**src/shared/nvm_cmd_pkg.sv**
```systemverilog
package nvm_cmd_pkg;

  // Command codes accepted in the command register.
  localparam logic [7:0] CMD_VERIFY = 8'h05;
  localparam logic [7:0] CMD_PROGRAM = 8'h20;
  localparam logic [7:0] CMD_SECTOR = 8'h40;
  localparam logic [7:0] CMD_MASS = 8'h41;

  // Bit positions inside a status register write.
  localparam int STAT_CBE = 7;
  localparam int STAT_PROTECTION_VIOLATION_FLAG = 5;
  localparam int STAT_ACC = 4;

  // Value of an erased array word.
  localparam logic [15:0] ERASED_WORD = 16'hFFFF;

  // A sector is 1024 bytes, so word address bits 8 down to 0 are dropped.
  localparam logic [15:0] SECTOR_WORD_MASK = 16'hFE00;

  // Array size in 16-bit words.
  localparam int unsigned ARRAY_WORDS_DEFAULT = 65536;

  // Width of one queue entry: command, word address and data word.
  localparam int ENTRY_W = 40;

  // Operation codes driven to the array macro.
  localparam logic [1:0] OP_PROGRAM = 2'h0;
  localparam logic [1:0] OP_SECTOR = 2'h1;
  localparam logic [1:0] OP_MASS = 2'h2;

  // Reset value of the command complete flag.
  localparam logic CC_RESET = 1'b1;

  // Steps of the host command write sequence.
  typedef enum logic [1:0] {SEQ_IDLE, SEQ_ADDR, SEQ_CMD} seq_state_t;

  // Steps of the command executor.
  typedef enum logic [2:0] {EX_IDLE, EX_LOAD, EX_BUSY, EX_VADDR, EX_VCHK} exec_state_t;

endpackage

```
**src/design/flash_command_controller.sv**
```systemverilog
`timescale 1ns/1ps

module flash_command_controller
#(
  parameter int unsigned ARRAY_WORDS = nvm_cmd_pkg::ARRAY_WORDS_DEFAULT
)
(
  input wire logic clk_sys,
  input wire logic arst_n,
  input wire logic arrayWr,
  input wire logic [16:0] arrayWrAddr,
  input wire logic [15:0] arrayWrData,
  input wire logic arrayWrByte,
  input wire logic cmdWr,
  input wire logic [7:0] cmdWrData,
  input wire logic statWr,
  input wire logic [7:0] statWrData,
  input wire logic divWr,
  input wire logic otherRegWr,
  input wire logic stopMode,
  input wire logic securityOn,
  input wire logic secureSource,
  input wire logic debugMode,
  input wire logic lowProtectDisable,
  input wire logic highProtectDisable,
  input wire logic protectOpen,
  input wire logic [15:0] lowProtectEnd,
  input wire logic [15:0] highProtectStart,
  input wire logic nvmDone,
  input wire logic [15:0] nvmRdData,
  output logic bufferEmpty,
  output logic commandComplete,
  output logic accessError,
  output logic protectionViolation,
  output logic blank,
  output logic dividerLoaded,
  output logic arrayReadBlocked,
  output logic nvmStart,
  output logic nvmAbort,
  output logic [1:0] nvmOp,
  output logic [15:0] nvmAddr,
  output logic [15:0] nvmData
);

  // Last word address visited by erase verify.
  localparam logic [15:0] LAST_WORD = 16'(ARRAY_WORDS - 1);

  // Protection test for one word address.
  function automatic logic inProtected(input logic [15:0] a, input logic [15:0] lowEnd,
                                       input logic [15:0] highStart, input logic lowDis,
                                       input logic highDis, input logic open);
    inProtected = !open || (!lowDis && (a < lowEnd)) || (!highDis && (a >= highStart));
  endfunction

  // Sequence and executor states.
  nvm_cmd_pkg::seq_state_t seqState;
  nvm_cmd_pkg::seq_state_t next_seqState;
  nvm_cmd_pkg::exec_state_t exState;
  // Latched sequence contents.
  logic [15:0] latchAddr;
  logic [15:0] latchData;
  logic [7:0] latchCmd;
  // Queue side signals.
  logic [nvm_cmd_pkg::ENTRY_W-1:0] qOut;
  logic [1:0] pendCount;
  logic qPop;

  ////////////////////////////////////////////////////////////////////////////
  // Sequence decoding.
  wire seqIdle = (seqState == nvm_cmd_pkg::SEQ_IDLE);
  wire seqAddr = (seqState == nvm_cmd_pkg::SEQ_ADDR);
  wire seqCmd = (seqState == nvm_cmd_pkg::SEQ_CMD);
  wire locked = accessError | protectionViolation;
  wire cbeOne = statWrData[nvm_cmd_pkg::STAT_CBE];
  wire running = (exState != nvm_cmd_pkg::EX_IDLE);
  wire isVerify = (cmdWrData == nvm_cmd_pkg::CMD_VERIFY);
  wire isProgram = (cmdWrData == nvm_cmd_pkg::CMD_PROGRAM);
  wire isSector = (cmdWrData == nvm_cmd_pkg::CMD_SECTOR);
  wire isMass = (cmdWrData == nvm_cmd_pkg::CMD_MASS);
  wire validCmd = isVerify | isProgram | isSector | isMass;
  // Untrusted issuer while secured may only mass erase.
  wire secViol = securityOn && !isMass && (!secureSource || debugMode);
  wire anyProtect = !(lowProtectDisable && highProtectDisable && protectOpen);
  wire [15:0] checkAddr = isSector ? (latchAddr & nvm_cmd_pkg::SECTOR_WORD_MASK) : latchAddr;
  wire protHit = inProtected(checkAddr, lowProtectEnd, highProtectStart,
                             lowProtectDisable, highProtectDisable, protectOpen);

  // Individual access error causes; reads have no path here.
  wire errNoDiv = arrayWr && seqIdle && !dividerLoaded;
  wire errAlign = arrayWr && seqIdle && (arrayWrByte || arrayWrAddr[0]);
  wire errBusy = arrayWr && seqIdle && !bufferEmpty;
  wire errAfterAddr = seqAddr && (arrayWr || statWr || divWr || otherRegWr);
  wire errCmdBad = cmdWr && seqAddr && (!validCmd || secViol);
  wire errAfterCmd = seqCmd && (arrayWr || cmdWr || divWr || otherRegWr);
  wire errZero = statWr && seqCmd && !cbeOne;
  wire errStop = stopMode && running;
  wire setAcc = errNoDiv | errAlign | errBusy | errAfterAddr | errCmdBad | errAfterCmd
              | errZero | errStop;

  // Protection violation is judged when the command joins the address.
  wire setPviol = cmdWr && seqAddr && validCmd && !secViol
                && (((isProgram || isSector) && protHit) || (isMass && anyProtect));

  // The launch is the write of one to the empty flag after a clean sequence.
  wire launch = statWr && seqCmd && cbeOne && !locked && !errAfterCmd;
  wire clrAcc = statWr && statWrData[nvm_cmd_pkg::STAT_ACC];
  wire clrPviol = statWr && statWrData[nvm_cmd_pkg::STAT_PROTECTION_VIOLATION_FLAG];
  wire acceptAddr = arrayWr && seqIdle && !errNoDiv && !errAlign && !errBusy;
  wire acceptCmd = cmdWr && seqAddr && !errCmdBad && !setPviol;

  ////////////////////////////////////////////////////////////////////////////
  // Next step of the command write sequence.
  always_comb
  begin
    next_seqState = seqState;
    case (seqState)
      nvm_cmd_pkg::SEQ_IDLE:
      begin
        // Address step.
        if (acceptAddr)
        begin
          next_seqState = nvm_cmd_pkg::SEQ_ADDR;
        end
      end
      nvm_cmd_pkg::SEQ_ADDR:
      begin
        // Command step, or abort on any stray write.
        if (acceptCmd)
        begin
          next_seqState = nvm_cmd_pkg::SEQ_CMD;
        end
        else if (errAfterAddr || errCmdBad || setPviol)
        begin
          next_seqState = nvm_cmd_pkg::SEQ_IDLE;
        end
      end
      nvm_cmd_pkg::SEQ_CMD:
      begin
        // Launch, refusal or abort all end the sequence.
        if (statWr || errAfterCmd)
        begin
          next_seqState = nvm_cmd_pkg::SEQ_IDLE;
        end
      end
      default:
      begin
        next_seqState = nvm_cmd_pkg::SEQ_IDLE;
      end
    endcase
  end

  // Sequence state register.
  always_ff @(posedge clk_sys or negedge arst_n)
  begin
    if (!arst_n)
    begin
      seqState <= nvm_cmd_pkg::SEQ_IDLE;
    end
    else
    begin
      seqState <= next_seqState;
    end
  end

  // Latches for address, data and command of the sequence.
  always_ff @(posedge clk_sys or negedge arst_n)
  begin
    if (!arst_n)
    begin
      latchAddr <= 16'h0000;
      latchData <= 16'h0000;
      latchCmd <= 8'h00;
    end
    else
    begin
      if (acceptAddr)
      begin
        latchAddr <= arrayWrAddr[16:1];
        latchData <= arrayWrData;
      end
      if (acceptCmd)
      begin
        latchCmd <= cmdWrData;
      end
    end
  end

  ////////////////////////////////////////////////////////////////////////////
  // Status flags; a setting event wins over a clear in the same cycle.
  always_ff @(posedge clk_sys or negedge arst_n)
  begin
    if (!arst_n)
    begin
      accessError <= 1'b0;
      protectionViolation <= 1'b0;
      dividerLoaded <= 1'b0;
    end
    else
    begin
      accessError <= setAcc | (accessError & ~clrAcc);
      protectionViolation <= setPviol | (protectionViolation & ~clrPviol);
      dividerLoaded <= dividerLoaded | divWr;
    end
  end

  // Complete flag: cleared by launch, set once nothing runs or waits.
  wire allDone = !running && (pendCount == 2'h0);
  always_ff @(posedge clk_sys or negedge arst_n)
  begin
    if (!arst_n)
    begin
      commandComplete <= nvm_cmd_pkg::CC_RESET;
    end
    else if (errStop)
    begin
      // A stop abort wins, since an entry pushed in the same cycle is flushed.
      commandComplete <= 1'b1;
    end
    else if (launch)
    begin
      commandComplete <= 1'b0;
    end
    else if (allDone)
    begin
      commandComplete <= 1'b1;
    end
  end

  // The buffers are free once the launched entry has moved to the executor.
  assign bufferEmpty = (pendCount == 2'h0);
  // Array reads return invalid data while an algorithm runs.
  assign arrayReadBlocked = !commandComplete;

  ////////////////////////////////////////////////////////////////////////////
  // Queue between the sequence latches and the executor.
  assign qPop = (exState == nvm_cmd_pkg::EX_IDLE) && (pendCount != 2'h0) && !stopMode;

  cmd_queue u_queue
  (
    .clk_sys(clk_sys),
    .arst_n(arst_n),
    .push(launch),
    .pushData({latchCmd, latchAddr, latchData}),
    .pop(qPop),
    .flush(errStop),
    .popData(qOut),
    .count(pendCount)
  );

  // Fields of the entry being started.
  wire [7:0] qCmd = qOut[39:32];
  wire [15:0] qAddr = qOut[31:16];
  wire [15:0] qData = qOut[15:0];

  ////////////////////////////////////////////////////////////////////////////
  // Executor: starts array operations and runs the blank scan.
  always_ff @(posedge clk_sys or negedge arst_n)
  begin
    if (!arst_n)
    begin
      exState <= nvm_cmd_pkg::EX_IDLE;
      nvmStart <= 1'b0;
      nvmAbort <= 1'b0;
      nvmOp <= nvm_cmd_pkg::OP_PROGRAM;
      nvmAddr <= 16'h0000;
      nvmData <= 16'h0000;
      blank <= 1'b0;
    end
    else
    begin
      nvmStart <= 1'b0;
      nvmAbort <= errStop;
      if (launch)
      begin
        blank <= 1'b0;
      end
      if (errStop)
      begin
        // Stop mode kills the running operation at once.
        exState <= nvm_cmd_pkg::EX_IDLE;
      end
      else
      begin
        case (exState)
          nvm_cmd_pkg::EX_IDLE:
          begin
            if (qPop)
            begin
              exState <= nvm_cmd_pkg::EX_LOAD;
            end
          end
          nvm_cmd_pkg::EX_LOAD:
          begin
            nvmData <= qData;
            if (qCmd == nvm_cmd_pkg::CMD_VERIFY)
            begin
              // Address and data of the sequence are ignored.
              nvmAddr <= 16'h0000;
              exState <= nvm_cmd_pkg::EX_VADDR;
            end
            else if (qCmd == nvm_cmd_pkg::CMD_SECTOR)
            begin
              nvmAddr <= qAddr & nvm_cmd_pkg::SECTOR_WORD_MASK;
              nvmOp <= nvm_cmd_pkg::OP_SECTOR;
              nvmStart <= 1'b1;
              exState <= nvm_cmd_pkg::EX_BUSY;
            end
            else if (qCmd == nvm_cmd_pkg::CMD_MASS)
            begin
              nvmAddr <= 16'h0000;
              nvmOp <= nvm_cmd_pkg::OP_MASS;
              nvmStart <= 1'b1;
              exState <= nvm_cmd_pkg::EX_BUSY;
            end
            else
            begin
              nvmAddr <= qAddr;
              nvmOp <= nvm_cmd_pkg::OP_PROGRAM;
              nvmStart <= 1'b1;
              exState <= nvm_cmd_pkg::EX_BUSY;
            end
          end
          nvm_cmd_pkg::EX_BUSY:
          begin
            // The array macro runs its embedded algorithm until done.
            if (nvmDone)
            begin
              exState <= nvm_cmd_pkg::EX_IDLE;
            end
          end
          nvm_cmd_pkg::EX_VADDR:
          begin
            // Read data for nvmAddr is valid in the next cycle.
            exState <= nvm_cmd_pkg::EX_VCHK;
          end
          nvm_cmd_pkg::EX_VCHK:
          begin
            if (nvmRdData != nvm_cmd_pkg::ERASED_WORD)
            begin
              exState <= nvm_cmd_pkg::EX_IDLE;
            end
            else if (nvmAddr == LAST_WORD)
            begin
              blank <= 1'b1;
              exState <= nvm_cmd_pkg::EX_IDLE;
            end
            else
            begin
              nvmAddr <= nvmAddr + 16'h0001;
              exState <= nvm_cmd_pkg::EX_VADDR;
            end
          end
          default:
          begin
            exState <= nvm_cmd_pkg::EX_IDLE;
          end
        endcase
      end
    end
  end
endmodule

```
**src/design/cmd_queue.sv**
```systemverilog
`timescale 1ns/1ps

// Two-entry store for launched commands with a registered read port.
module cmd_queue
(
  input wire logic clk_sys,
  input wire logic arst_n,
  input wire logic push,
  input wire logic [nvm_cmd_pkg::ENTRY_W-1:0] pushData,
  input wire logic pop,
  input wire logic flush,
  output logic [nvm_cmd_pkg::ENTRY_W-1:0] popData,
  output logic [1:0] count
);

  // Storage words; they need no reset because count guards them.
  logic [nvm_cmd_pkg::ENTRY_W-1:0] mem [0:1];
  // Write and read pointers.
  logic wrPtr;
  logic rdPtr;

  ////////////////////////////////////////////////////////////////////////////
  // Storage write.
  always_ff @(posedge clk_sys)
  begin
    if (push)
    begin
      mem[wrPtr] <= pushData;
    end
  end

  // Registered read data, so the entry appears one cycle after pop.
  always_ff @(posedge clk_sys or negedge arst_n)
  begin
    if (!arst_n)
    begin
      popData <= '0;
    end
    else if (pop)
    begin
      popData <= mem[rdPtr];
    end
  end

  ////////////////////////////////////////////////////////////////////////////
  // Pointers and fill count; flush empties the store at once.
  always_ff @(posedge clk_sys or negedge arst_n)
  begin
    if (!arst_n)
    begin
      wrPtr <= 1'b0;
      rdPtr <= 1'b0;
      count <= 2'h0;
    end
    else if (flush)
    begin
      wrPtr <= 1'b0;
      rdPtr <= 1'b0;
      count <= 2'h0;
    end
    else
    begin
      wrPtr <= wrPtr ^ push;
      rdPtr <= rdPtr ^ pop;
      count <= count + {1'b0, push} - {1'b0, pop};
    end
  end

endmodule

```
**config.mk**
```make
export PLATFORM = sky130hd
export DESIGN_NAME = flash_command_controller
export DESIGN_NICKNAME = d
export VERILOG_FILES = /design/src/shared/nvm_cmd_pkg.sv /design/src/design/flash_command_controller.sv /design/src/design/cmd_queue.sv
export SDC_FILE = /design/constraint.sdc
export NUM_CORES = 1
export LEC_CHECK = 0
export ABC_AREA = 1
export BUFFER_PORTS_ARGS = -buffer_cell sky130_fd_sc_hd__buf_4
export CORE_UTILIZATION = 57
export CTS_CLUSTER_SIZE = 25
export DETAILED_ROUTE_END_ITERATION = 12
export GPL_TIMING_DRIVEN = 0
export PLACE_DENSITY = 0.83
export SYNTH_ARGS = -nofsm -noshare
export SYNTH_HDL_FRONTEND = slang
export SYNTH_HIERARCHICAL = 1
export SYNTH_SLANG_ARGS = --single-unit
```
**constraint.sdc**
```tcl
create_clock -name clk_sys -period 3.6 [get_ports clk_sys]
set_clock_uncertainty 0.15 [all_clocks]
set_input_delay 0.54 -clock clk_sys [delete_from_list [all_inputs] [get_ports clk_sys]]
set_output_delay 0.54 -clock clk_sys [all_outputs]
set_load 0.05 [all_outputs]
```
==> run_results.csv, run 1 <==
group,metric,value,unit
die,die_w,133,um
global_route,use_met2,43.3,%
global_route,grt_pass1_wl,34700,um
sta,max_slew_margin,28.2,%
global_route,use_met3,4.00,%
logic_synthesis,syn_avg_cell_area,10.5,sq um
sta,max_freq,334,MHz
logic_synthesis,yosys_register_bits,210,
sta,worst_slew_pin_slew,1.07,ns
logic_synthesis,synth_nets,1077,
drt,drt_iter0_drc,523,
die,start_util,58.7,%
sta,hold_viol_final,0,
final_layout,final_util,71.9,%
logic_synthesis,ys_warn_count,6,
drt,dr.pass1.iters,5,
global_route,grt_max_degree,68,
die,rows,47,
critical_path,reg2reg_to,"u_queue/mem[1][24]$_DFFE_PP_",
run,drv_cap,0,
critical_path,crit_fanout,21,
clocking,ctsResizeCount,0,
global_route,grt_pass1_vias,7116,
clocking,h-tree-depth,1,
sta,rsz0062_at_grt,"no",
global_route,grt.met1_usage,31.8,%
logic_synthesis,synth_area_leaders,"dfrtp_1 (33%), edfxtp_1 (25%), nand2_1 (7.9%)",
power_and_ir_drop,swShare,38.1,%
critical_path,cp.arrival,3.03,ns
clocking,clk_latency,0.49,ns
logic_synthesis,synth_edf_count,80,
die,die_h,133,um
logic_synthesis,synth_top_area_share,32.9,%
place,post-dp-hpwl,15000,um
global_route,antenna_found_initial,0,
place,io_buffers,150,
clocking,clock_sinks,210,
power_and_ir_drop,clkPwrFrac,23.0,%
power_and_ir_drop,p_per_area,804,mW/mm^2
clocking,cts_tree,"done",
critical_path,required,3.64,ns
global_route,grt.overflow.total,0,
critical_path,start_kind,"input port",
final_layout,final_common_cell,"nand2_1",
sta,drv_slew,0,
logic_synthesis,synthesis.instances,930,
clocking,cts_setup_buffers,0,
drt,route.vias.total,7170,
sta,setup_violations,0,
critical_path,critPathCaptureType,"flip-flop",
critical_path,crit_type,"in2reg",
global_route,gr-usage-all-layers,24.8,%
final_layout,antennaDiodeCount,0,
place,post-place-cells,1303,
logic_synthesis,synthesis.area,0.00980,sq mm
drt,antenna_left,0,
critical_path,reg2reg_slack,0.67,ns
clocking,cts_root_buf,"clkbuf_16",
sta,fin_crit_sh,83.1,%
clocking,cts_made_buffers,20,
final_layout,nFillCells,1167,
power_and_ir_drop,leakagePower,5.60,nW
critical_path,reg2reg_depth,6,
logic_synthesis,yosys.area.top_type,"dfrtp_1",
sta,fin_crit,2.99,ns
logic_synthesis,synth_flop_cell,"dfrtp_1",
clocking,cts_max_path_buffers,3,
critical_path,rr_startpoint,"seqState[1]$_DFFE_PN0P_",
power_and_ir_drop,power.internal,5.97,mW
clocking,holdBufCountCts,1,
critical_path,startpoint,"cmdWr",
drt,drcViolationCount,0,
power_and_ir_drop,p_switching,3.68,mW
drt,viasPerCell,5.35,
power_and_ir_drop,ir_drop,417,uV
hold_path,hp-class,"in2reg",
die,die_area,0.0177,sq mm
power_and_ir_drop,power.share.combinational,37.8,%
power_and_ir_drop,p_seq_share,39.3,%
die,io_pins,156,
logic_synthesis,async_flop_share,61.9,%
final_layout,most-common-layout-cells,"nand2_1 (205), buf_4 (151), dfrtp_1 (129)",
outcome,status,"finished, final reports clean",
drt,wl_per_cell,15.9,um
final_layout,area_delta_synth_final,22.5,%
critical_path,cp-endpoint,"u_queue/mem[1][24]$_DFFE_PP_",
global_route,busiest_layer,"met2",
final_layout,fin_nets,1253,
die,core,0.0167,sq mm
clocking,clk_pin_slew,0.06,ns
logic_synthesis,synth.distinct_cells,53,
drt,wirelength,21300,um
final_layout,layoutNonFillerInstCount,1340,
place,gp_congestion,0.917,
logic_synthesis,seq_area_frac_synth,57.7,%
final_layout,layout-drive-gt1-share,29.2,%
[layer usage]
| layer | share of wire (%) | wire, um |
|---|---|---|
| met5 | 0 | 0 |
| met4 | 2.0 | 429 |
| met3 | 7.5 | 1590 |
| met2 | 50 | 10600 |
| met1 | 41 | 8650 |
[synth_stat cells (all sizes together) (2+ instances only)]
master  number
ha          34
a211oi       2
nor4         9
nand2      238
clkbuf       2
buf         24
a31oi       44
xor2         3
or2          2
nand3       13
dfrtp      129
nand3b       2
o21ai       30
a22oi        4
o21a         2
mux2        32
nor2        94
nor3        16
edfxtp      80
nand4       12
inv        120
a21oi       27
[logic make-up after synthesis]
group           Yosys count  synth area share [%]
mux                      32                  3.68
compound gates          117                  9.08
flops                   210                  57.7
simple gates            387                  17.6
fa+ha+maj                34                  4.34
buf+inv                 146                  7.26
xor+xnor                  4                 0.357
[area by class of cell]
type / instances / area [sq um] / share of cell area [%]
plain buffers: 26 / 251 / 2.09
clock buffers: 28 / 592 / 4.93
clock inverters: 8 / 123 / 1.02
inverters: 120 / 460 / 3.83
multi-input cells: 574 / 3440 / 28.6
flip-flops and latches: 210 / 5660 / 47.1
well taps: 220 / 275 / 2.29
repair buffers: 154 / 1210 / 10.1
[per-stage QoR]
stage	total power, mW	cell area [sq um]	TNS (ns)	hold WS, ns	worst slack (ns)
floorplan	6.33	9800	0	0.0944	0.513
global placement	7.22	11200	-41.49	0.294	-0.525
detailed placement	7.39	11300	0	0.305	0.114
CTS	9.68	12000	0	0.0910	0.633
global route	10.2	12000	0	0.106	0.443
finish	9.65	12000	0	0.103	0.608
[registers in the layout, summed over array words and instances, names as in the netlist, 2 cells and up]
name / flops
nvmOp: 2
u_queue/popData: 40
u_queue/count: 2
latchAddr: 16
u_queue/mem: 80
latchCmd: 8
exState: 3
nvmAddr: 16
latchData: 16
seqState: 2
nvmData: 16
[worst min-delay path by stage]
stage                     slack [ns]                 startpoint                           end  cells past startpoint
after global placement          0.29  latchData[13]$_DFFE_PN0P_  u_queue/mem[0][13]$_DFFE_PP_                      0
after floorplan                 0.09                     arst_n         accessError$_DFF_PN0_                      0
after global routing            0.11                   stopMode        exState[2]$_DFFE_PN0P_                      2
final                           0.10                   stopMode        exState[2]$_DFFE_PN0P_                      2
after detailed placement        0.30   latchData[3]$_DFFE_PN0P_   u_queue/mem[0][3]$_DFFE_PP_                      0
after CTS                       0.09                   stopMode        exState[2]$_DFFE_PN0P_                      2
[power groups by stage]
stage | clock [mW] | sequential (mW) | combinational (mW)
5_1_grt | 2.33 | 3.87 | 3.98
2_1_floorplan | 0 | 4.26 | 2.06
6_report | 2.22 | 3.79 | 3.65
3_3_place_gp | 0 | 3.76 | 3.46
4_1_cts | 2.24 | 3.78 | 3.65
3_5_place_dp | 0 | 3.81 | 3.59
[worst max-delay path, cell delays in order]
cell	delay, ns
buf_4	0.12
or4_1	0.54
nor3_1	0.83
ha_2	0.75
buf_16	0.24
(Power assumes the default switching activity.)
==> inputs of run 2 (changes only) <==
--- a/config.mk
+++ b/config.mk
@@ -5,13 +5,13 @@
 export SDC_FILE = /design/constraint.sdc
 export NUM_CORES = 1
 export LEC_CHECK = 0
-export ABC_AREA = 1
+export ABC_AREA = 0
 export BUFFER_PORTS_ARGS = -buffer_cell sky130_fd_sc_hd__buf_4
-export CORE_UTILIZATION = 57
+export CORE_UTILIZATION = 51
 export CTS_CLUSTER_SIZE = 25
 export DETAILED_ROUTE_END_ITERATION = 12
 export GPL_TIMING_DRIVEN = 0
-export PLACE_DENSITY = 0.83
+export PLACE_DENSITY = 0.79
 export SYNTH_ARGS = -nofsm -noshare
 export SYNTH_HDL_FRONTEND = slang
 export SYNTH_HIERARCHICAL = 1
==> constraint.sdc (replaced) <==
create_clock -name clk_sys -period 2.6 [get_ports clk_sys]
set_clock_uncertainty 0.15 [all_clocks]
set_input_delay 0.39 -clock clk_sys [delete_from_list [all_inputs] [get_ports clk_sys]]
set_output_delay 0.39 -clock clk_sys [all_outputs]
set_load 0.05 [all_outputs]
==> run_results.csv, run 2 <==
group,metric,value,unit
critical_path,path_cells,"buf_8, nor4_4, buf_6, nand2_4, and2_4, ha_4, a21o_1, a21o_1, a221o_1, a211o_1, o221ai_4, mux2_4",
final_layout,max_flop_register,"u_queue/mem",
power_and_ir_drop,ir_drop,886,uV
power_and_ir_drop,power,12.7,mW
logic_synthesis,ys_warn_count,6,
hold_path,hp-class,"in2reg",
outcome,status,"finished, violations left",
drt,dr.pass1.iters,6,
critical_path,start_kind,"input port",
drt,route.vias.total,6682,
final_layout,largest_register_ffs,80,
global_route,grt_pass1_wl,33500,um
logic_synthesis,synth_flop_cell,"dfrtp_1",
sta,max_freq,360,MHz
place,gp_congestion,0.886,
critical_path,crit_type,"in2reg",
logic_synthesis,synth_edf_count,80,
logic_synthesis,synthesis.instances,741,
critical_path,required,2.83,ns
critical_path,cp.arrival,3.01,ns
outcome,violations,"negative setup slack",
clocking,cts_made_buffers,21,
drt,drcViolationCount,0,
die,core,0.0180,sq mm
sta,finalSetupTns,-1.26,ns
die,die_area,0.0189,sq mm
final_layout,final_util,68.0,%
place,io_buffers,150,
clocking,cts_tree,"done",
critical_path,slowest_delay,0.34,ns
logic_synthesis,synthesis.area,0.00937,sq mm
logic_synthesis,seq_area_frac_synth,60.4,%
sta,hold_viol_final,0,
run,drv_cap,0,
critical_path,rr_startpoint,"latchAddr[4]$_DFFE_PN0P_",
final_layout,fin_area,0.0122,sq mm
logic_synthesis,yosys_register_bits,210,
logic_synthesis,synth.distinct_cells,64,
logic_synthesis,async_flop_share,61.9,%
sta,setup_violations,10,
drt,antenna_left,0,
critical_path,reg2reg_depth,8,
die,io_pins,156,
die,die_w,138,um
logic_synthesis,synth_top_area_share,34.5,%
clocking,clk_pin_slew,0.06,ns
place,post-dp-hpwl,14000,um
logic_synthesis,netlist_top_cells_count,"dfrtp_1 (129), edfxtp_1 (80), a21oi_1 (69)",
logic_synthesis,synth_area_leaders,"dfrtp_1 (34%), edfxtp_1 (26%), mux2_2 (5.8%)",
global_route,grt_pass1_vias,6742,
global_route,gr-usage-all-layers,23.2,%
drt,wirelength,22000,um
sta,fin_crit_sh,107,%
final_layout,area_delta_synth_final,30.5,%
die,die_h,138,um
critical_path,cp_common_cell,"a21o_1",
critical_path,reg2reg_to,"latchCmd[5]$_DFFE_PN0P_",
final_layout,nFillCells,1281,
sta,holdWs,0.0350,ns
clocking,clock_sinks,210,
die,rows,49,
global_route,antenna_found_initial,0,
die,start_util,52.1,%
drt,wl_per_cell,18.2,um
global_route,grt_max_degree,77,
power_and_ir_drop,leakagePower,5.36,nW
sta,rsz0062_at_grt,"yes",
final_layout,antennaDiodeCount,0,
logic_synthesis,yosys.area.top_type,"dfrtp_1",
sta,max_slew_margin,43.2,%
place,post-place-cells,1121,
critical_path,slowest_stage,"a221o_1",
clocking,clk_latency,0.50,ns
critical_path,crit_fanout,5,
final_layout,most-common-layout-cells,"buf_4 (153), dfrtp_1 (129), edfxtp_1 (80)",
final_layout,top_regs,"u_queue/mem (80), u_queue/popData (40)",
sta,drv_slew,0,
drt,drt_iter0_drc,364,
drt,viasPerCell,5.52,
clocking,cts_root_buf,"clkbuf_16",
place,place_area,0.0109,sq mm
clocking,h-tree-depth,1,
sta,worst_slew_pin_slew,0.852,ns
final_layout,layoutNonFillerInstCount,1211,
logic_synthesis,synth_nets,888,
clocking,cts_max_path_buffers,3,
final_layout,final_common_cell,"buf_4",
sta,finalWorstSetupSlack,-0.178,ns
critical_path,reg2reg_slack,-0.07,ns
critical_path,cp-endpoint,"latchCmd[5]$_DFFE_PN0P_",
global_route,grt.overflow.total,0,
critical_path,critPathCaptureType,"flip-flop",
final_layout,layout-drive-gt1-share,31.4,%
logic_synthesis,synth.most_common_cell,"dfrtp_1",
final_layout,fin_nets,1114,
critical_path,startpoint,"cmdWrData[2]",
power_and_ir_drop,p_per_area,1040,mW/mm^2
place,post-place-ws,-0.913,ns
logic_synthesis,syn_avg_cell_area,12.6,sq um
sta,fin_crit,2.78,ns
==> run 2: changes by cell type in the layout (fill, tap and decap cells not counted), moves of 6 or more <==
cell,change
a31oi_2,-30
mux2_2,+16
nor2_1,-28
nand2_2,-32
dlygate4sd3_1,+37
a21oi_1,+41
and2_4,+7
mux2i_1,+40
and2_1,+6
o21ai_0,+8
nand2_1,-179
a31oi_1,-8
inv_1,-70
==> run 2: per-layer routing <==
layer	share of wire (%)	GRT usage (%)
met5	0	0
met4	2.2	7.75
met3	5.2	2.72
met2	50	39.9
met1	42	30.5
==> run 2: worst max-delay path, delay by kind of cell <==
kind | cells | cell delay (ns)
AOI/OAI and AO/OA | 5 | 1.28
and+or+nand+nor | 3 | 0.52
muxes | 1 | 0.33
buffers and inverters | 2 | 0.27
adders and majority gates | 1 | 0.21
==> run 2: final cells by class <==
class	instances	area (sq um)	share of cell area, %
well taps	229	287	2.34
inverters	44	165	1.35
plain buffers	27	195	1.60
multi-input cells	459	3510	28.7
flip-flops and latches	210	5660	46.3
repair buffers	204	1730	14.2
clock inverters	13	125	1.02
clock buffers	25	551	4.51
==> run 2: worst min path at each step <==
stage	startpoint	end	slack, ns	depth (start not counted)
finish	cmdWrData[6]	latchCmd[6]$_DFFE_PN0P_	0.04	2
global route	cmdWrData[6]	latchCmd[6]$_DFFE_PN0P_	0.03	2
CTS	cmdWrData[6]	latchCmd[6]$_DFFE_PN0P_	0.01	2
detailed placement	arst_n	nvmData[8]$_DFFE_PN0P_	0.24	1
global placement	latchCmd[3]$_DFFE_PN0P_	u_queue/mem[1][35]$_DFFE_PP_	0.29	0
floorplan	arst_n	accessError$_DFF_PN0_	-0.06	0
==> run 2: cells by family (layout without fill, tap and decap cells) <==
group,Yosys count,in the layout,share of synthesized area (%)
flip-flops,210,210,60.4
AND/OR/NAND/NOR,179,180,10.1
AO/OA/AOI/OAI,148,148,9.73
multiplexers,92,92,10.7
buffers and inverters,73,313,3.90
adder cells (fa/ha/maj),34,34,4.54
XOR/XNOR,5,5,0.615
==> run 2: power by group <==
group	internal, mW	total, mW	switching, mW
Sequential	4.44	5.24	0.792
Combinational	1.92	4.53	2.61
Clock	1.73	2.98	1.25
==> run 2: timing repair <==
item	4_1_cts	5_1_grt
setup buffers	11	4
endpoints found under the hold margin	91	0
cloned	1	0
setup endpoints to repair	108	125
pin swaps	13	6
resized for setup	26	7
hold buffers	38	0
==> inputs of run 3 (changes only) <==
--- a/config.mk
+++ b/config.mk
@@ -7,6 +7,7 @@
 export LEC_CHECK = 0
 export ABC_AREA = 0
 export BUFFER_PORTS_ARGS = -buffer_cell sky130_fd_sc_hd__buf_4
+export CORE_ASPECT_RATIO = 1.2
 export CORE_UTILIZATION = 51
 export CTS_CLUSTER_SIZE = 25
 export DETAILED_ROUTE_END_ITERATION = 12
==> run_results.csv, run 3 (synthesis results as in run 2) <==
group,metric,value,unit
outcome,status,"finished, violations left",
outcome,violations,"negative setup slack",
critical_path,path_delay_family,"compound AO/OA/AOI/OAI gates",
drt,antenna_left,0,
place,io_buffers,150,
final_layout,max_flop_register,"u_queue/mem",
critical_path,critPathCaptureType,"flip-flop",
global_route,antenna_found_initial,0,
critical_path,required,2.82,ns
critical_path,crit_type,"in2reg",
critical_path,start_kind,"input port",
critical_path,path_cells,"buf_8, nor4b_4, nand2_4, and2_4, ha_4, a21o_1, a21o_1, a221o_1, a211o_1, o221ai_4, buf_12, mux2_4",
power_and_ir_drop,ir_drop,448,uV
die,core,0.0178,sq mm
final_layout,top_regs,"u_queue/mem (80), u_queue/popData (40)",
drt,route.vias.total,6733,
drt,drt_iter0_drc,595,
global_route,grt_pass1_vias,6781,
clocking,h-tree-depth,1,
place,post-dp-hpwl,14400,um
sta,setup_violations,10,
drt,wirelength,21900,um
sta,max_freq,347,MHz
drt,viasPerCell,5.62,
die,start_util,52.7,%
sta,fin_crit,2.88,ns
final_layout,largest_register_ffs,80,
sta,finalWorstSetupSlack,-0.284,ns
critical_path,crit_fanout,7,
clocking,cts_root_buf,"clkbuf_16",
sta,fin_crit_sh,111,%
hold_path,min-delay-start,"cmdWrData[2]",
global_route,grt_max_degree,87,
die,die_w,126,um
final_layout,fin_nets,1110,
sta,drv_slew,0,
clocking,clk_latency,0.49,ns
global_route,gr-usage-all-layers,23.2,%
die,rows,53,
power_and_ir_drop,p_per_area,1040,mW/mm^2
sta,finalSetupTns,-2.13,ns
critical_path,rr_startpoint,"latchAddr[5]$_DFFE_PN0P_",
clocking,cts_tree,"done",
hold_path,hp-class,"in2reg",
drt,dr.pass1.iters,5,
final_layout,area_delta_synth_final,30.3,%
critical_path,crit_buf_inv,2,
global_route,grt_pass1_wl,34600,um
critical_path,slowest_delay,0.41,ns
sta,max_slew_margin,45.7,%
clocking,cts_made_buffers,20,
place,post-place-ws,-0.881,ns
place,gp_congestion,0.891,
power_and_ir_drop,leakagePower,5.33,nW
die,die_h,150,um
critical_path,cp.arrival,3.10,ns
global_route,grt.overflow.total,0,
clocking,clock_sinks,210,
critical_path,startpoint,"cmdWrData[7]",
critical_path,cp_common_cell,"a21o_1",
clocking,cts_max_path_buffers,3,
sta,worst_slew_pin_slew,0.814,ns
final_layout,final_common_cell,"buf_4",
sta,rsz0062_at_grt,"yes",
die,io_pins,156,
drt,drcViolationCount,0,
run,drv_cap,0,
sta,hold_viol_final,0,
drt,wl_per_cell,18.3,um
clocking,clk_pin_slew,0.06,ns
final_layout,most-common-layout-cells,"buf_4 (155), dfrtp_1 (129), edfxtp_1 (80)",
die,die_area,0.0189,sq mm
final_layout,layout-drive-gt1-share,32.5,%
critical_path,slowest_stage,"nor4b_4",
final_layout,antennaDiodeCount,0,
-- run 3: cell count changes in the layout (fill, tap and decap cells not counted), sizes merged --
cell	previous run	this run
dlygate4sd3	38	31
bufinv	2	1
buf	186	190
inv	46	44
clkinv	9	10
clkbuf	32	29
clkinvlp	0	3
-- run 3: worst paths after layout --
| path | slack, ns | end | cells after the start |
|---|---|---|---|
| worst max-delay path | -0.28 | latchCmd[0]$_DFFE_PN0P_ | 12 |
| worst min-delay path | 0.01 | latchCmd[2]$_DFFE_PN0P_ | 2 |
| worst max register to register | -0.22 | latchCmd[0]$_DFFE_PN0P_ | 9 |
| worst min register to register | 0.32 | u_queue/mem[1][3]$_DFFE_PP_ | 0 |
| max in group asynchronous | 1.28 | u_queue/popData[21]$_DFFE_PN0P_ | 3 |
| min in group asynchronous | 0.25 | seqState[1]$_DFFE_PN0P_ | 2 |
-- run 3: what timing repair did --
item,in CTS,in global routing
endpoints found under the setup margin,126,131
gates resized for setup,22,25
hold endpoints to repair,74,0
buffers inserted,13,7
pin swaps,9,17
hold buffers,31,0
gates cloned,1,0
-- run 3: area by class of cell --
class	instances	area, sq um
Buffer	27	193
Multi-Input combinational cell	459	3570
Clock buffer	22	529
Timing Repair Buffer	201	1710
Fill cell	1220	5570
Sequential cell	210	5660
Inverter	44	165
Tap cell	220	275
Clock inverter	14	97.6
-- run 3: routing by layer --
metal	track usage, %	part of all wire [%]	vias to the layer above
li1	-	-	3144
met1	29.6	40	3256
met2	41.3	51	276
met3	2.63	5.7	57
met4	7.74	3.3	0
met5	0	0	-
-- run 3: metrics by stage --
step / std cells / instance area (sq um) / power (mW) / hold slack (ns) / util [%]
3_5_place_dp: 1112 / 10800 / 9.61 / 0.196 / 61.0
3_3_place_gp: 1111 / 10800 / 9.39 / 0.295 / 60.8
2_1_floorplan: 741 / 9410 / 8.19 / -0.0556 / -
6_report: 1197 / 12200 / 12.7 / 0.0103 / 68.7
4_1_cts: 1193 / 12000 / 12.6 / 0.00206 / 67.5
5_1_grt: 1197 / 12200 / 13.3 / -0.00227 / 68.7
-- run 3: power by group --
group,internal [mW],total [mW],switching [mW]
combinational,1.97,4.65,2.68
sequential,4.44,5.24,0.795
clock,1.57,2.76,1.19
total,7.99,12.7,4.66
